$ cat src/shared/mcd_defs.vh
// Constants for the core data memory, stack and flag block
`ifndef MCD_DEFS_VH
`define MCD_DEFS_VH
`define MCD_ADDR_IND0 8'h00
`define MCD_ADDR_PTR0 8'h01
`define MCD_ADDR_IND1 8'h02
`define MCD_ADDR_PTR1 8'h03
`define MCD_ADDR_BANK 8'h04
`define MCD_ADDR_ACC 8'h05
`define MCD_ADDR_PCL 8'h06
`define MCD_ADDR_TBLPTR 8'h07
`define MCD_ADDR_TBLHI 8'h08
`define MCD_ADDR_FLAGS 8'h0a
`define MCD_ADDR_GP_BASE 8'h60
`define MCD_ADDR_SHARED_TOP 8'h40
`define MCD_ZERO_BYTE 8'h00
`define MCD_FLAG_C 0
`define MCD_FLAG_AC 1
`define MCD_FLAG_Z 2
`define MCD_FLAG_OV 3
`define MCD_FLAG_PDF 4
`define MCD_FLAG_TO 5
`define MCD_FLAG_WMASK 8'h0f
`define MCD_STACK_DEPTH 8
`define MCD_PC_W 12
// ALU operation codes
`define MCD_OP_ADD 4'h0
`define MCD_OP_ADC 4'h1
`define MCD_OP_SUB 4'h2
`define MCD_OP_SBC 4'h3
`define MCD_OP_DAA 4'h4
`define MCD_OP_AND 4'h5
`define MCD_OP_OR 4'h6
`define MCD_OP_XOR 4'h7
`define MCD_OP_CPL 4'h8
`define MCD_OP_RL 4'h9
`define MCD_OP_RR 4'ha
`define MCD_OP_RLC 4'hb
`define MCD_OP_RRC 4'hc
`define MCD_OP_INC 4'hd
`define MCD_OP_DEC 4'he
`define MCD_OP_PASS 4'hf
// Software command register (word index 0x40 on the bus)
`define MCD_BUS_CMD 8'h40
`define MCD_BUS_PC 8'h41
`define MCD_BUS_STAT 8'h42
`define MCD_BUS_TBLADDR 8'h43
`define MCD_BUS_ALU 8'h44
`define MCD_BUS_ERR_DATA 32'hdead_beef
`define MCD_CMD_CALL 4'h1
`define MCD_CMD_RET 4'h2
`define MCD_CMD_INTERRUPT_RETURN 4'h3
`define MCD_CMD_IRQ 4'h4
`define MCD_CMD_HALT 4'h5
`define MCD_CMD_WDTCLR 4'h6
`define MCD_CMD_WDTOUT 4'h7
`define MCD_CMD_TBLC 4'h8
`define MCD_CMD_TBLL 4'h9
`define MCD_CMD_BITSET 4'ha
`define MCD_CMD_BITCLR 4'hb
`define MCD_CMD_ALU 4'hc
`define MCD_CMD_MOVTO 4'hd
`define MCD_CMD_MOVFROM 4'he
`endif

$ cat src/design/mcd_stack.v
// Eight-level return-address stack
`timescale 1ns/10ps
module mcd_stack #(
	parameter DEPTH = 8,
	parameter PCW = 12
) (
	input wire clk_sys,
	input wire rst_n,
	input wire push,
	input wire pop,
	input wire [PCW-1:0] push_pc,
	output wire [PCW-1:0] top_pc,
	output wire full,
	output reg [3:0] level
);
	localparam [3:0] DEPTH_L = DEPTH;
	reg [PCW-1:0] mem [0:DEPTH-1];
	integer i;
	// Level counts stored entries; 0 is the empty top after reset
	always @(posedge clk_sys) begin
		if (!rst_n) begin
			level <= 4'h0;
		end else if (push && !full) begin
			level <= level + 4'h1;
		end else if (pop && level != 4'h0) begin
			level <= level - 4'h1;
		end
	end
	// Shift register: entry 0 is newest, so overflow simply drops the oldest
	always @(posedge clk_sys) begin
		if (push) begin
			mem[0] <= push_pc;
			for (i = 1; i < DEPTH; i = i + 1) begin
				mem[i] <= mem[i-1];
			end
		end else if (pop) begin
			for (i = 0; i < DEPTH - 1; i = i + 1) begin
				mem[i] <= mem[i+1];
			end
		end
	end
	assign top_pc = mem[0];
	assign full = (level == DEPTH_L);
endmodule

$ cat src/design/mcd_alu.v
// 8-bit arithmetic and logic unit with flag outputs
`timescale 1ns/10ps
`include "mcd_defs.vh"
module mcd_alu (
	input wire [3:0] op,
	input wire [7:0] a,
	input wire [7:0] b,
	input wire cin,
	input wire acin,
	output reg [7:0] res,
	output reg c_out,
	output reg ac_out,
	output reg ov_out,
	output wire z_out
);
	reg [8:0] s;
	reg [4:0] lo;
	reg [7:0] bb;
	reg cc;
	reg [8:0] adj;
	// Subtraction is a + ~b + 1, so carry means no borrow
	always @* begin
		s = 9'h000;
		lo = 5'h00;
		bb = b;
		cc = 1'b0;
		adj = 9'h000;
		res = a;
		c_out = cin;
		ac_out = acin;
		ov_out = 1'b0;
		case (op)
			`MCD_OP_ADD, `MCD_OP_ADC, `MCD_OP_SUB, `MCD_OP_SBC: begin
				bb = (op == `MCD_OP_SUB || op == `MCD_OP_SBC) ? ~b : b;
				cc = (op == `MCD_OP_ADD) ? 1'b0 : (op == `MCD_OP_SUB) ? 1'b1 : cin;
				s = {1'b0, a} + {1'b0, bb} + {8'h00, cc};
				lo = {1'b0, a[3:0]} + {1'b0, bb[3:0]} + {4'h0, cc};
				res = s[7:0];
				c_out = s[8];
				ac_out = lo[4];
				ov_out = (a[7] == bb[7]) && (s[7] != a[7]);
			end
			`MCD_OP_DAA: begin
				adj = {1'b0, a};
				if (acin || a[3:0] > 4'h9)
					adj = adj + 9'h006;
				if (cin || adj[7:4] > 4'h9 || adj[8])
					adj = adj + 9'h060;
				res = adj[7:0];
				c_out = cin | adj[8];
			end
			`MCD_OP_AND: res = a & b;
			`MCD_OP_OR: res = a | b;
			`MCD_OP_XOR: res = a ^ b;
			`MCD_OP_CPL: res = ~a;
			`MCD_OP_RL: res = {a[6:0], a[7]};
			`MCD_OP_RR: res = {a[0], a[7:1]};
			`MCD_OP_RLC: begin
				res = {a[6:0], cin};
				c_out = a[7];
			end
			`MCD_OP_RRC: begin
				res = {cin, a[7:1]};
				c_out = a[0];
			end
			`MCD_OP_INC: res = a + 8'h01;
			`MCD_OP_DEC: res = a - 8'h01;
			default: res = b;
		endcase
	end
	assign z_out = (res == 8'h00);
endmodule

$ cat src/design/mcd_core.v
// Data memory, pointers, flags, stack and table address over Avalon-MM
//
// Register access over Avalon-MM was left to the implementer.
`timescale 1ns/10ps
`include "mcd_defs.vh"
module mcd_core (
	input wire clk_sys,
	input wire rst_n,
	input wire [7:0] address,
	input wire read,
	input wire write,
	input wire [31:0] writedata,
	output reg [31:0] readdata,
	output wire waitrequest,
	output reg irq_ack,
	output reg [11:0] table_addr,
	output reg skip
);
	localparam ST_IDLE = 3'b001;
	localparam ST_EXEC = 3'b010;
	localparam ST_DONE = 3'b100;
	reg [2:0] state;
	reg [7:0] ptr0;
	reg [7:0] ptr1;
	reg [7:0] bank;
	reg [7:0] acc;
	reg [11:0] pc;
	reg [7:0] tblptr;
	reg [7:0] tblhi;
	reg [5:0] flags;
	reg irq_pend;
	reg [7:0] ram0 [0:255];
	reg [7:0] lcd [0:255];
	reg [31:0] cmd;
	reg [7:0] sfr_rdata;
	reg [7:0] eff_addr;
	reg eff_null;
	reg eff_lcd;
	reg [7:0] mem_rd;
	wire [3:0] cmd_op = cmd[31:28];
	wire [7:0] cmd_addr = cmd[7:0];
	wire [7:0] cmd_data = cmd[15:8];
	wire [2:0] cmd_bit = cmd[18:16];
	wire [3:0] cmd_alu = cmd[23:20];
	wire cmd_imm = cmd[24];
	wire stk_full;
	wire [3:0] stk_level;
	wire [11:0] stk_top;
	wire stk_push;
	wire stk_pop;
	wire [7:0] alu_b;
	wire [7:0] alu_res;
	wire alu_c;
	wire alu_ac;
	wire alu_ov;
	wire alu_z;
	// Indirect ports resolve through their pointer; pointer one may reach the display bank
	always @* begin
		eff_addr = cmd_addr;
		eff_null = 1'b0;
		eff_lcd = 1'b0;
		if (cmd_addr == `MCD_ADDR_IND0 || cmd_addr == `MCD_ADDR_IND1) begin
			eff_addr = (cmd_addr == `MCD_ADDR_IND0) ? ptr0 : ptr1;
			eff_null = (eff_addr == `MCD_ADDR_IND0) || (eff_addr == `MCD_ADDR_IND1);
			eff_lcd = (cmd_addr == `MCD_ADDR_IND1) && (bank == 8'h01)
				&& (eff_addr >= `MCD_ADDR_SHARED_TOP);
		end
	end
	// Special registers; unassigned locations below 60H read as zero
	always @* begin
		case (eff_addr)
			`MCD_ADDR_PTR0: sfr_rdata = ptr0;
			`MCD_ADDR_PTR1: sfr_rdata = ptr1;
			`MCD_ADDR_BANK: sfr_rdata = bank;
			`MCD_ADDR_ACC: sfr_rdata = acc;
			`MCD_ADDR_PCL: sfr_rdata = pc[7:0];
			`MCD_ADDR_TBLPTR: sfr_rdata = tblptr;
			`MCD_ADDR_TBLHI: sfr_rdata = tblhi;
			`MCD_ADDR_FLAGS: sfr_rdata = {2'b00, flags};
			default: sfr_rdata = `MCD_ZERO_BYTE;
		endcase
	end
	// Memory read mux; indirect self-reference returns zero
	always @* begin
		if (eff_null)
			mem_rd = `MCD_ZERO_BYTE;
		else if (eff_lcd)
			mem_rd = lcd[eff_addr];
		else if (eff_addr >= `MCD_ADDR_GP_BASE)
			mem_rd = ram0[eff_addr];
		else
			mem_rd = sfr_rdata;
	end
	assign alu_b = cmd_imm ? cmd_data : mem_rd;
	mcd_alu u_alu (
		.op(cmd_alu),
		.a(acc),
		.b(alu_b),
		.cin(flags[`MCD_FLAG_C]),
		.acin(flags[`MCD_FLAG_AC]),
		.res(alu_res),
		.c_out(alu_c),
		.ac_out(alu_ac),
		.ov_out(alu_ov),
		.z_out(alu_z)
	);
	// Only the program counter goes onto the stack, never the flag word
	assign stk_push = (state == ST_EXEC) && (cmd_op == `MCD_CMD_CALL
		|| (cmd_op == `MCD_CMD_IRQ && !stk_full));
	assign stk_pop = (state == ST_EXEC) && (cmd_op == `MCD_CMD_RET
		|| cmd_op == `MCD_CMD_INTERRUPT_RETURN) && (stk_level != 4'h0);
	mcd_stack #(
		.DEPTH(`MCD_STACK_DEPTH),
		.PCW(`MCD_PC_W)
	) u_stack (
		.clk_sys(clk_sys),
		.rst_n(rst_n),
		.push(stk_push),
		.pop(stk_pop),
		.push_pc(pc),
		.top_pc(stk_top),
		.full(stk_full),
		.level(stk_level)
	);
	// Command writes and bus reads finish in one EXEC cycle then release
	assign waitrequest = (read || write) && (state != ST_DONE);
	always @(posedge clk_sys) begin
		if (!rst_n) begin
			state <= ST_IDLE;
		end else begin
			case (state)
				ST_IDLE: if (read || write) state <= ST_EXEC;
				ST_EXEC: state <= ST_DONE;
				ST_DONE: state <= ST_IDLE;
				default: state <= ST_IDLE;
			endcase
		end
	end
	// Command latch, captured when a write to the command word is taken
	always @(posedge clk_sys) begin
		if (!rst_n)
			cmd <= 32'h0000_0000;
		else if (state == ST_IDLE && write && address == `MCD_BUS_CMD)
			cmd <= writedata;
		else if (state == ST_DONE)
			cmd <= 32'h0000_0000;
	end
	// Core execution of one command
	always @(posedge clk_sys) begin
		if (!rst_n) begin
			ptr0 <= 8'h00;
			ptr1 <= 8'h00;
			bank <= 8'h00;
			acc <= 8'h00;
			pc <= 12'h000;
			tblptr <= 8'h00;
			tblhi <= 8'h00;
			flags <= 6'h00;
			irq_pend <= 1'b0;
			irq_ack <= 1'b0;
			table_addr <= 12'h000;
			skip <= 1'b0;
		end else begin
			irq_ack <= 1'b0;
			// A pending request is acknowledged once the stack has room
			if (irq_pend && !stk_full && state == ST_IDLE) begin
				irq_pend <= 1'b0;
				irq_ack <= 1'b1;
			end
			if (state == ST_IDLE && write && address != `MCD_BUS_CMD) begin
				if (address == `MCD_BUS_PC)
					pc <= writedata[11:0];
				else if (address == `MCD_BUS_TBLADDR)
					tblhi <= writedata[7:0];
			end
			if (state == ST_EXEC) begin
				case (cmd_op)
					`MCD_CMD_CALL: pc <= cmd[11:0];
					`MCD_CMD_RET, `MCD_CMD_INTERRUPT_RETURN: if (stk_level != 4'h0) pc <= stk_top;
					`MCD_CMD_IRQ: begin
						if (stk_full)
							irq_pend <= 1'b1;
						else begin
							irq_ack <= 1'b1;
							pc <= cmd[11:0];
						end
					end
					`MCD_CMD_HALT: begin
						flags[`MCD_FLAG_PDF] <= 1'b1;
						flags[`MCD_FLAG_TO] <= 1'b0;
					end
					`MCD_CMD_WDTCLR: begin
						flags[`MCD_FLAG_PDF] <= 1'b0;
						flags[`MCD_FLAG_TO] <= 1'b0;
					end
					`MCD_CMD_WDTOUT: flags[`MCD_FLAG_TO] <= 1'b1;
					`MCD_CMD_TBLC: table_addr <= {pc[11:8], tblptr};
					`MCD_CMD_TBLL: table_addr <= {4'hf, tblptr};
					`MCD_CMD_BITSET, `MCD_CMD_BITCLR:
						mem_store(mem_rd | (8'h01 << cmd_bit), mem_rd & ~(8'h01 << cmd_bit));
					`MCD_CMD_ALU: begin
						acc <= alu_res;
						flags[`MCD_FLAG_C] <= alu_c;
						flags[`MCD_FLAG_AC] <= alu_ac;
						flags[`MCD_FLAG_Z] <= alu_z;
						flags[`MCD_FLAG_OV] <= alu_ov;
						skip <= alu_z;
					end
					`MCD_CMD_MOVTO: mem_store(acc, acc);
					`MCD_CMD_MOVFROM: acc <= cmd_imm ? cmd_data : mem_rd;
					default: skip <= skip;
				endcase
			end
		end
	end
	// Store a byte to the resolved special register, TBLHI excepted and FLAGS taking bits 3:0 only; bit ops choose set or clear value
	task mem_store;
		input [7:0] vset;
		input [7:0] vclr;
		reg [7:0] v;
		begin
			v = (cmd_op == `MCD_CMD_BITCLR) ? vclr : vset;
			if (eff_null) begin
				v = v;
			end else if (eff_lcd) begin
				v = v;
			end else begin
				case (eff_addr)
					`MCD_ADDR_PTR0: ptr0 <= v;
					`MCD_ADDR_PTR1: ptr1 <= v;
					`MCD_ADDR_BANK: bank <= v;
					`MCD_ADDR_ACC: acc <= v;
					`MCD_ADDR_PCL: pc[7:0] <= v;
					`MCD_ADDR_TBLPTR: tblptr <= v;
					`MCD_ADDR_FLAGS: flags[3:0] <= v[3:0];
					default: v = v;
				endcase
			end
		end
	endtask
	// Memory arrays written in their own process to keep one driver each
	always @(posedge clk_sys) begin
		if (state == ST_EXEC && !eff_null && (cmd_op == `MCD_CMD_MOVTO
			|| cmd_op == `MCD_CMD_BITSET || cmd_op == `MCD_CMD_BITCLR)) begin
			if (eff_lcd)
				lcd[eff_addr] <= bit_val(mem_rd);
			else if (eff_addr >= `MCD_ADDR_GP_BASE)
				ram0[eff_addr] <= bit_val(mem_rd);
		end
	end
	function [7:0] bit_val;
		input [7:0] cur;
		begin
			if (cmd_op == `MCD_CMD_BITSET)
				bit_val = cur | (8'h01 << cmd_bit);
			else if (cmd_op == `MCD_CMD_BITCLR)
				bit_val = cur & ~(8'h01 << cmd_bit);
			else
				bit_val = acc;
		end
	endfunction
	// Read data registered at the EXEC edge, ready during DONE; the command word reads back the resolved byte
	always @(posedge clk_sys) begin
		if (!rst_n) begin
			readdata <= 32'h0000_0000;
		end else if (state == ST_EXEC && read) begin
			case (address)
				`MCD_BUS_CMD: readdata <= {24'h00_0000, mem_rd};
				`MCD_BUS_PC: readdata <= {20'h0_0000, pc};
				`MCD_BUS_STAT: readdata <= {22'h00_0000, irq_pend, stk_full, stk_level, 2'b00, 2'b00};
				`MCD_BUS_TBLADDR: readdata <= {20'h0_0000, table_addr};
				`MCD_BUS_ALU: readdata <= {16'h0000, 2'b00, flags, acc};
				default: readdata <= (address < 8'h40) ? {24'h00_0000, sfr_at(address)}
					: `MCD_BUS_ERR_DATA;
			endcase
		end
	end
	function [7:0] sfr_at;
		input [7:0] a;
		begin
			case (a)
				`MCD_ADDR_PTR0: sfr_at = ptr0;
				`MCD_ADDR_PTR1: sfr_at = ptr1;
				`MCD_ADDR_BANK: sfr_at = bank;
				`MCD_ADDR_ACC: sfr_at = acc;
				`MCD_ADDR_PCL: sfr_at = pc[7:0];
				`MCD_ADDR_TBLPTR: sfr_at = tblptr;
				`MCD_ADDR_TBLHI: sfr_at = tblhi;
				`MCD_ADDR_FLAGS: sfr_at = {2'b00, flags};
				default: sfr_at = `MCD_ZERO_BYTE;
			endcase
		end
	endfunction
endmodule

$ cat config.mk
export PLATFORM = sky130hd
export DESIGN_NAME = mcd_core
export DESIGN_NICKNAME = d
export VERILOG_FILES = /design/src/design/mcd_stack.v /design/src/design/mcd_alu.v /design/src/design/mcd_core.v
export VERILOG_INCLUDE_DIRS = /design/src /design/src/shared
export SDC_FILE = /design/constraint.sdc
export NUM_CORES = 2
export LEC_CHECK = 0
export ABC_CLOCK_PERIOD_IN_PS = 72200
export BUFFER_PORTS_ARGS = -buffer_cell sky130_fd_sc_hd__buf_4
export CORE_UTILIZATION = 40
export DETAILED_ROUTE_END_ITERATION = 12
export PLACE_DENSITY = 0.51
export SYNTH_ARGS = -nofsm -noshare
export SYNTH_HDL_FRONTEND = slang
export SYNTH_MEMORY_MAX_BITS = 65536
export SYNTH_SLANG_ARGS = --single-unit
export TNS_END_PERCENT = 1
$ cat constraint.sdc
create_clock -name clk_sys -period 72.2 [get_ports clk_sys]
set_clock_uncertainty 0.1 [all_clocks]
set_input_delay 10.83 -clock clk_sys [delete_from_list [all_inputs] [get_ports clk_sys]]
set_output_delay 10.83 -clock clk_sys [all_outputs]
set_load 0.05 [all_outputs]
==> metrics.md <==
| Metric | Value |
|---|---|
| Status | `finished clean` |
| Core Box Area | `383100 um2` |
| Slew @ Worst Pin | `1.469 ns` |
| Post-route cell area | `176200 um2` |
| Die Height | `623.1 um` |
| Hold WC Path Type | `reg -> reg` |
| WP data required | `61.27 ns` |
| Fin Hold WS | `0.3387 ns` |
| Placed cells | `16650` |
| Initial antenna violation count | `58` |
| RSZ-0062 raised after global routing | `no` |
| Clock network power share | `45.5%` |
| Max Slew Vio Count | `0` |
| Layout cells sized above 1 | `10.17%` |
| Critical path class | `in -> out` |
| Final worst path period share | `30.93%` |
| Cells on Worst Hold Path | `0` |
| PostCTS Resize Cnt | `0` |
| Gr ovfl total | `0` |
| EDFF count, synth | `3628` |
| Max Root-Sink Buffers | `4` |
| Critical Path Source Type | `primary input` |
| Worst Setup Slack, final | `49.87 ns` |
| Post-CTS Hold Buffers | `0` |
| Post-Route Setup TNS | `0 ns` |
| Top-area cell type share of the netlist area | `70.61%` |
| Most common cell after layout, fill and taps aside | `edfxtp_1` |
| Yosys cell types | `106` |
| R2R depth | `34` |
| Final HPWL DP | `360.2 mm` |
| Worst slack at placement | `49.87 ns` |
| Highest-count cells in the layout ignoring fill and taps | `edfxtp_1, nand2_1, conb_1` |
| Final setup viols | `0` |
| Switching Fraction | `20.26%` |
| Die X-Extent | `623.1 um` |
| Drt drc | `0` |
| Port Buffers | `80` |
| Cell area after synthesis | `154300 um2` |
| Starting DRT DRC Count | `15200` |
| Drt pass-1 iters | `6` |
| Avg WL per Cell | `33.44 um` |
| Int Pwr | `3.523 mW` |
| Switch Pwr | `0.8954 mW` |
| Seq pwr share | `53.8%` |
| Final WL | `581.7 mm` |
| Area after DPL | `163600 um2` |
| First-pass GRT wire length | `791.5 mm` |
| # rows | `227` |
| Worst-path clk slew | `0.06 ns` |
| Final hold vios | `0` |
| Fmax | `44.78 MHz` |
| DR vias/cell | `5.992` |
| Top FF cell, synth | `edfxtp_1` |
| Clk root buf | `clkbuf_16` |
| CTS tree | `yes` |
| Post-route ant nets | `0` |
| Worst vdd ir | `0.01970 mV` |
| IO Count | `91` |
| CP max FO | `4` |
| TritonCTS buffer count | `397` |
| Combinational power share | `0.6%` |
| Finished Layout Cells | `17400` |
| Mapped Cells | `11250` |
| Area Growth Syn to Fin | `14.21%` |
| Synth Warn # | `0` |
| Via Count | `104200` |
| Gr usage total | `29.17%` |
| Cell Pwr Density | `25.07 nW/um2` |
| Initial Utilization | `40.27%` |
| Synth area leaders | `edfxtp_1, nand2_1, mux2i_1` |
| Crit end category | `output pin` |
| Area leader, netlist | `edfxtp_1` |
| Post-synthesis sequential area ratio | `72.31%` |
| Max cap viols | `0` |
| Tmin final | `22.33 ns` |
| H-tree depth | `5` |
| Clk Latency, worst-skew pair | `1.00 ns` |
| Placer congestion estimate | `0.9152` |
| Final nets | `12090` |
| Area of the die | `388200 um2` |
| Setup Fix Bufs, Post-CTS | `0` |
| Syn_area_per_cell | `13.72 um2` |
| CP arrival | `11.40 ns` |
| Slew margin rel. | `1.737%` |
| Vias in the first global route | `97240` |
| Leakage | `55.13 nW` |
| FFs w/ async S/R, synth | `0%` |
| Largest net degree at the start of global routing | `214` |
| Clk sink count | `3759` |
| Yosys reg bits | `3759` |
==> through the flow <==
stage | utilization, % | total power [mW]
3_5_place_dp | 42.70 | 2.451
5_1_grt | 45.97 | 4.519
4_1_cts | 45.97 | 4.438
6_report | 45.99 | 4.418
2_1_floorplan | - | 2.441
3_3_place_gp | 42.70 | 2.449
==> logic make-up after synthesis <==
logic type	synth area share, %
buffers and inverters	2.638
flip-flops	72.31
AND/OR/NAND/NOR	10.89
AO/OA/AOI/OAI	8.638
XOR/XNOR	0.1873
other	0.002431
multiplexers	5.015
adder cells (fa/ha/maj)	0.3195
==> power by group through the flow <==
stage,Combinational [mW],Sequential [mW],Clock [mW]
4_1_cts,0.0265,2.38,2.03
6_report,0.0282,2.38,2.01
2_1_floorplan,0.0172,2.42,0
3_3_place_gp,0.0264,2.42,0
3_5_place_dp,0.0265,2.42,0
5_1_grt,0.0312,2.38,2.11
==> worst max-delay path, stage by stage <==
cell	delay (ns)
buf_4	0.13
nor2_1	0.15
nor2_1	0.08
buf_4	0.21
==> registers in the layout, indices dropped and copies added (netlist names), 3 cells and up <==
| signal | flops |
|---|---|
| lcd | 1936 |
| ram0 | 1596 |
| u_stack.mem | 96 |
| cmd | 28 |
| readdata | 15 |
| pc | 12 |
| table_addr | 12 |
| acc | 8 |
| bank | 8 |
| ptr0 | 8 |
| ptr1 | 8 |
| tblhi | 8 |
| tblptr | 8 |
| flags | 6 |
| u_stack.level | 4 |
| state | 3 |
==> synth_stat cells, types with 12 or more instances <==
library cell,number
ha_1,33
nand4_1,70
a31oi_1,150
or3_1,24
o41ai_1,18
mux2i_1,578
dfxtp_1,131
o211ai_1,25
mux4_2,27
a22o_1,12
a41oi_1,17
o21ai_0,170
nand2_1,2296
a21oi_1,495
mux2_2,118
buf_2,301
nor2b_1,12
buf_1,57
and3_1,101
a311oi_1,34
a22oi_1,131
nor4_1,76
a2111oi_0,35
o31ai_1,19
nor3_1,81
nor2_1,619
a31o_2,14
xnor2_1,27
o2111ai_1,21
a221oi_1,100
clkbuf_1,283
inv_1,59
a32o_1,37
edfxtp_1,3628
a221o_1,13
nand2b_1,22
o32ai_1,27
nand3_1,582
o22ai_1,108
or4_1,18
buf_4,99
buf_6,27
a211oi_1,125
a32oi_1,208
==> final cells by class <==
cell class,instances,area [um2]
fill,33840,206900
sequential,3759,111600
multi-input combinational,7380,42040
clock buffer,501,10540
tap,5038,6304
timing repair buffer,409,3458
clock inverter,214,1991
inverter,64,240.2
antenna,32,80.08
==> per-layer routing <==
metal  vias to the layer above  wire length (um)  track usage (%)  share of wire, %
li1                      43710                 -                -                 -
met1                     53320            230000            39.86                40
met2                      6079            255800            43.83                44
met3                      1135             63660            6.733                11
met4                        10             32190            14.32               5.5
met5                         -                90                0             0.015
==> path summary, 6_finish.rpt <==
check,startpoint,end,slack [ns]
hold reg to reg,u_stack.mem[0][75],u_stack.mem[0][87],0.34
setup / recovery,write,waitrequest,49.87
setup reg to reg,cmd[0],skip,60.10
hold / removal,u_stack.mem[0][75],u_stack.mem[0][87],0.34
No activity file was read; power rests on OpenSTA's default activity.
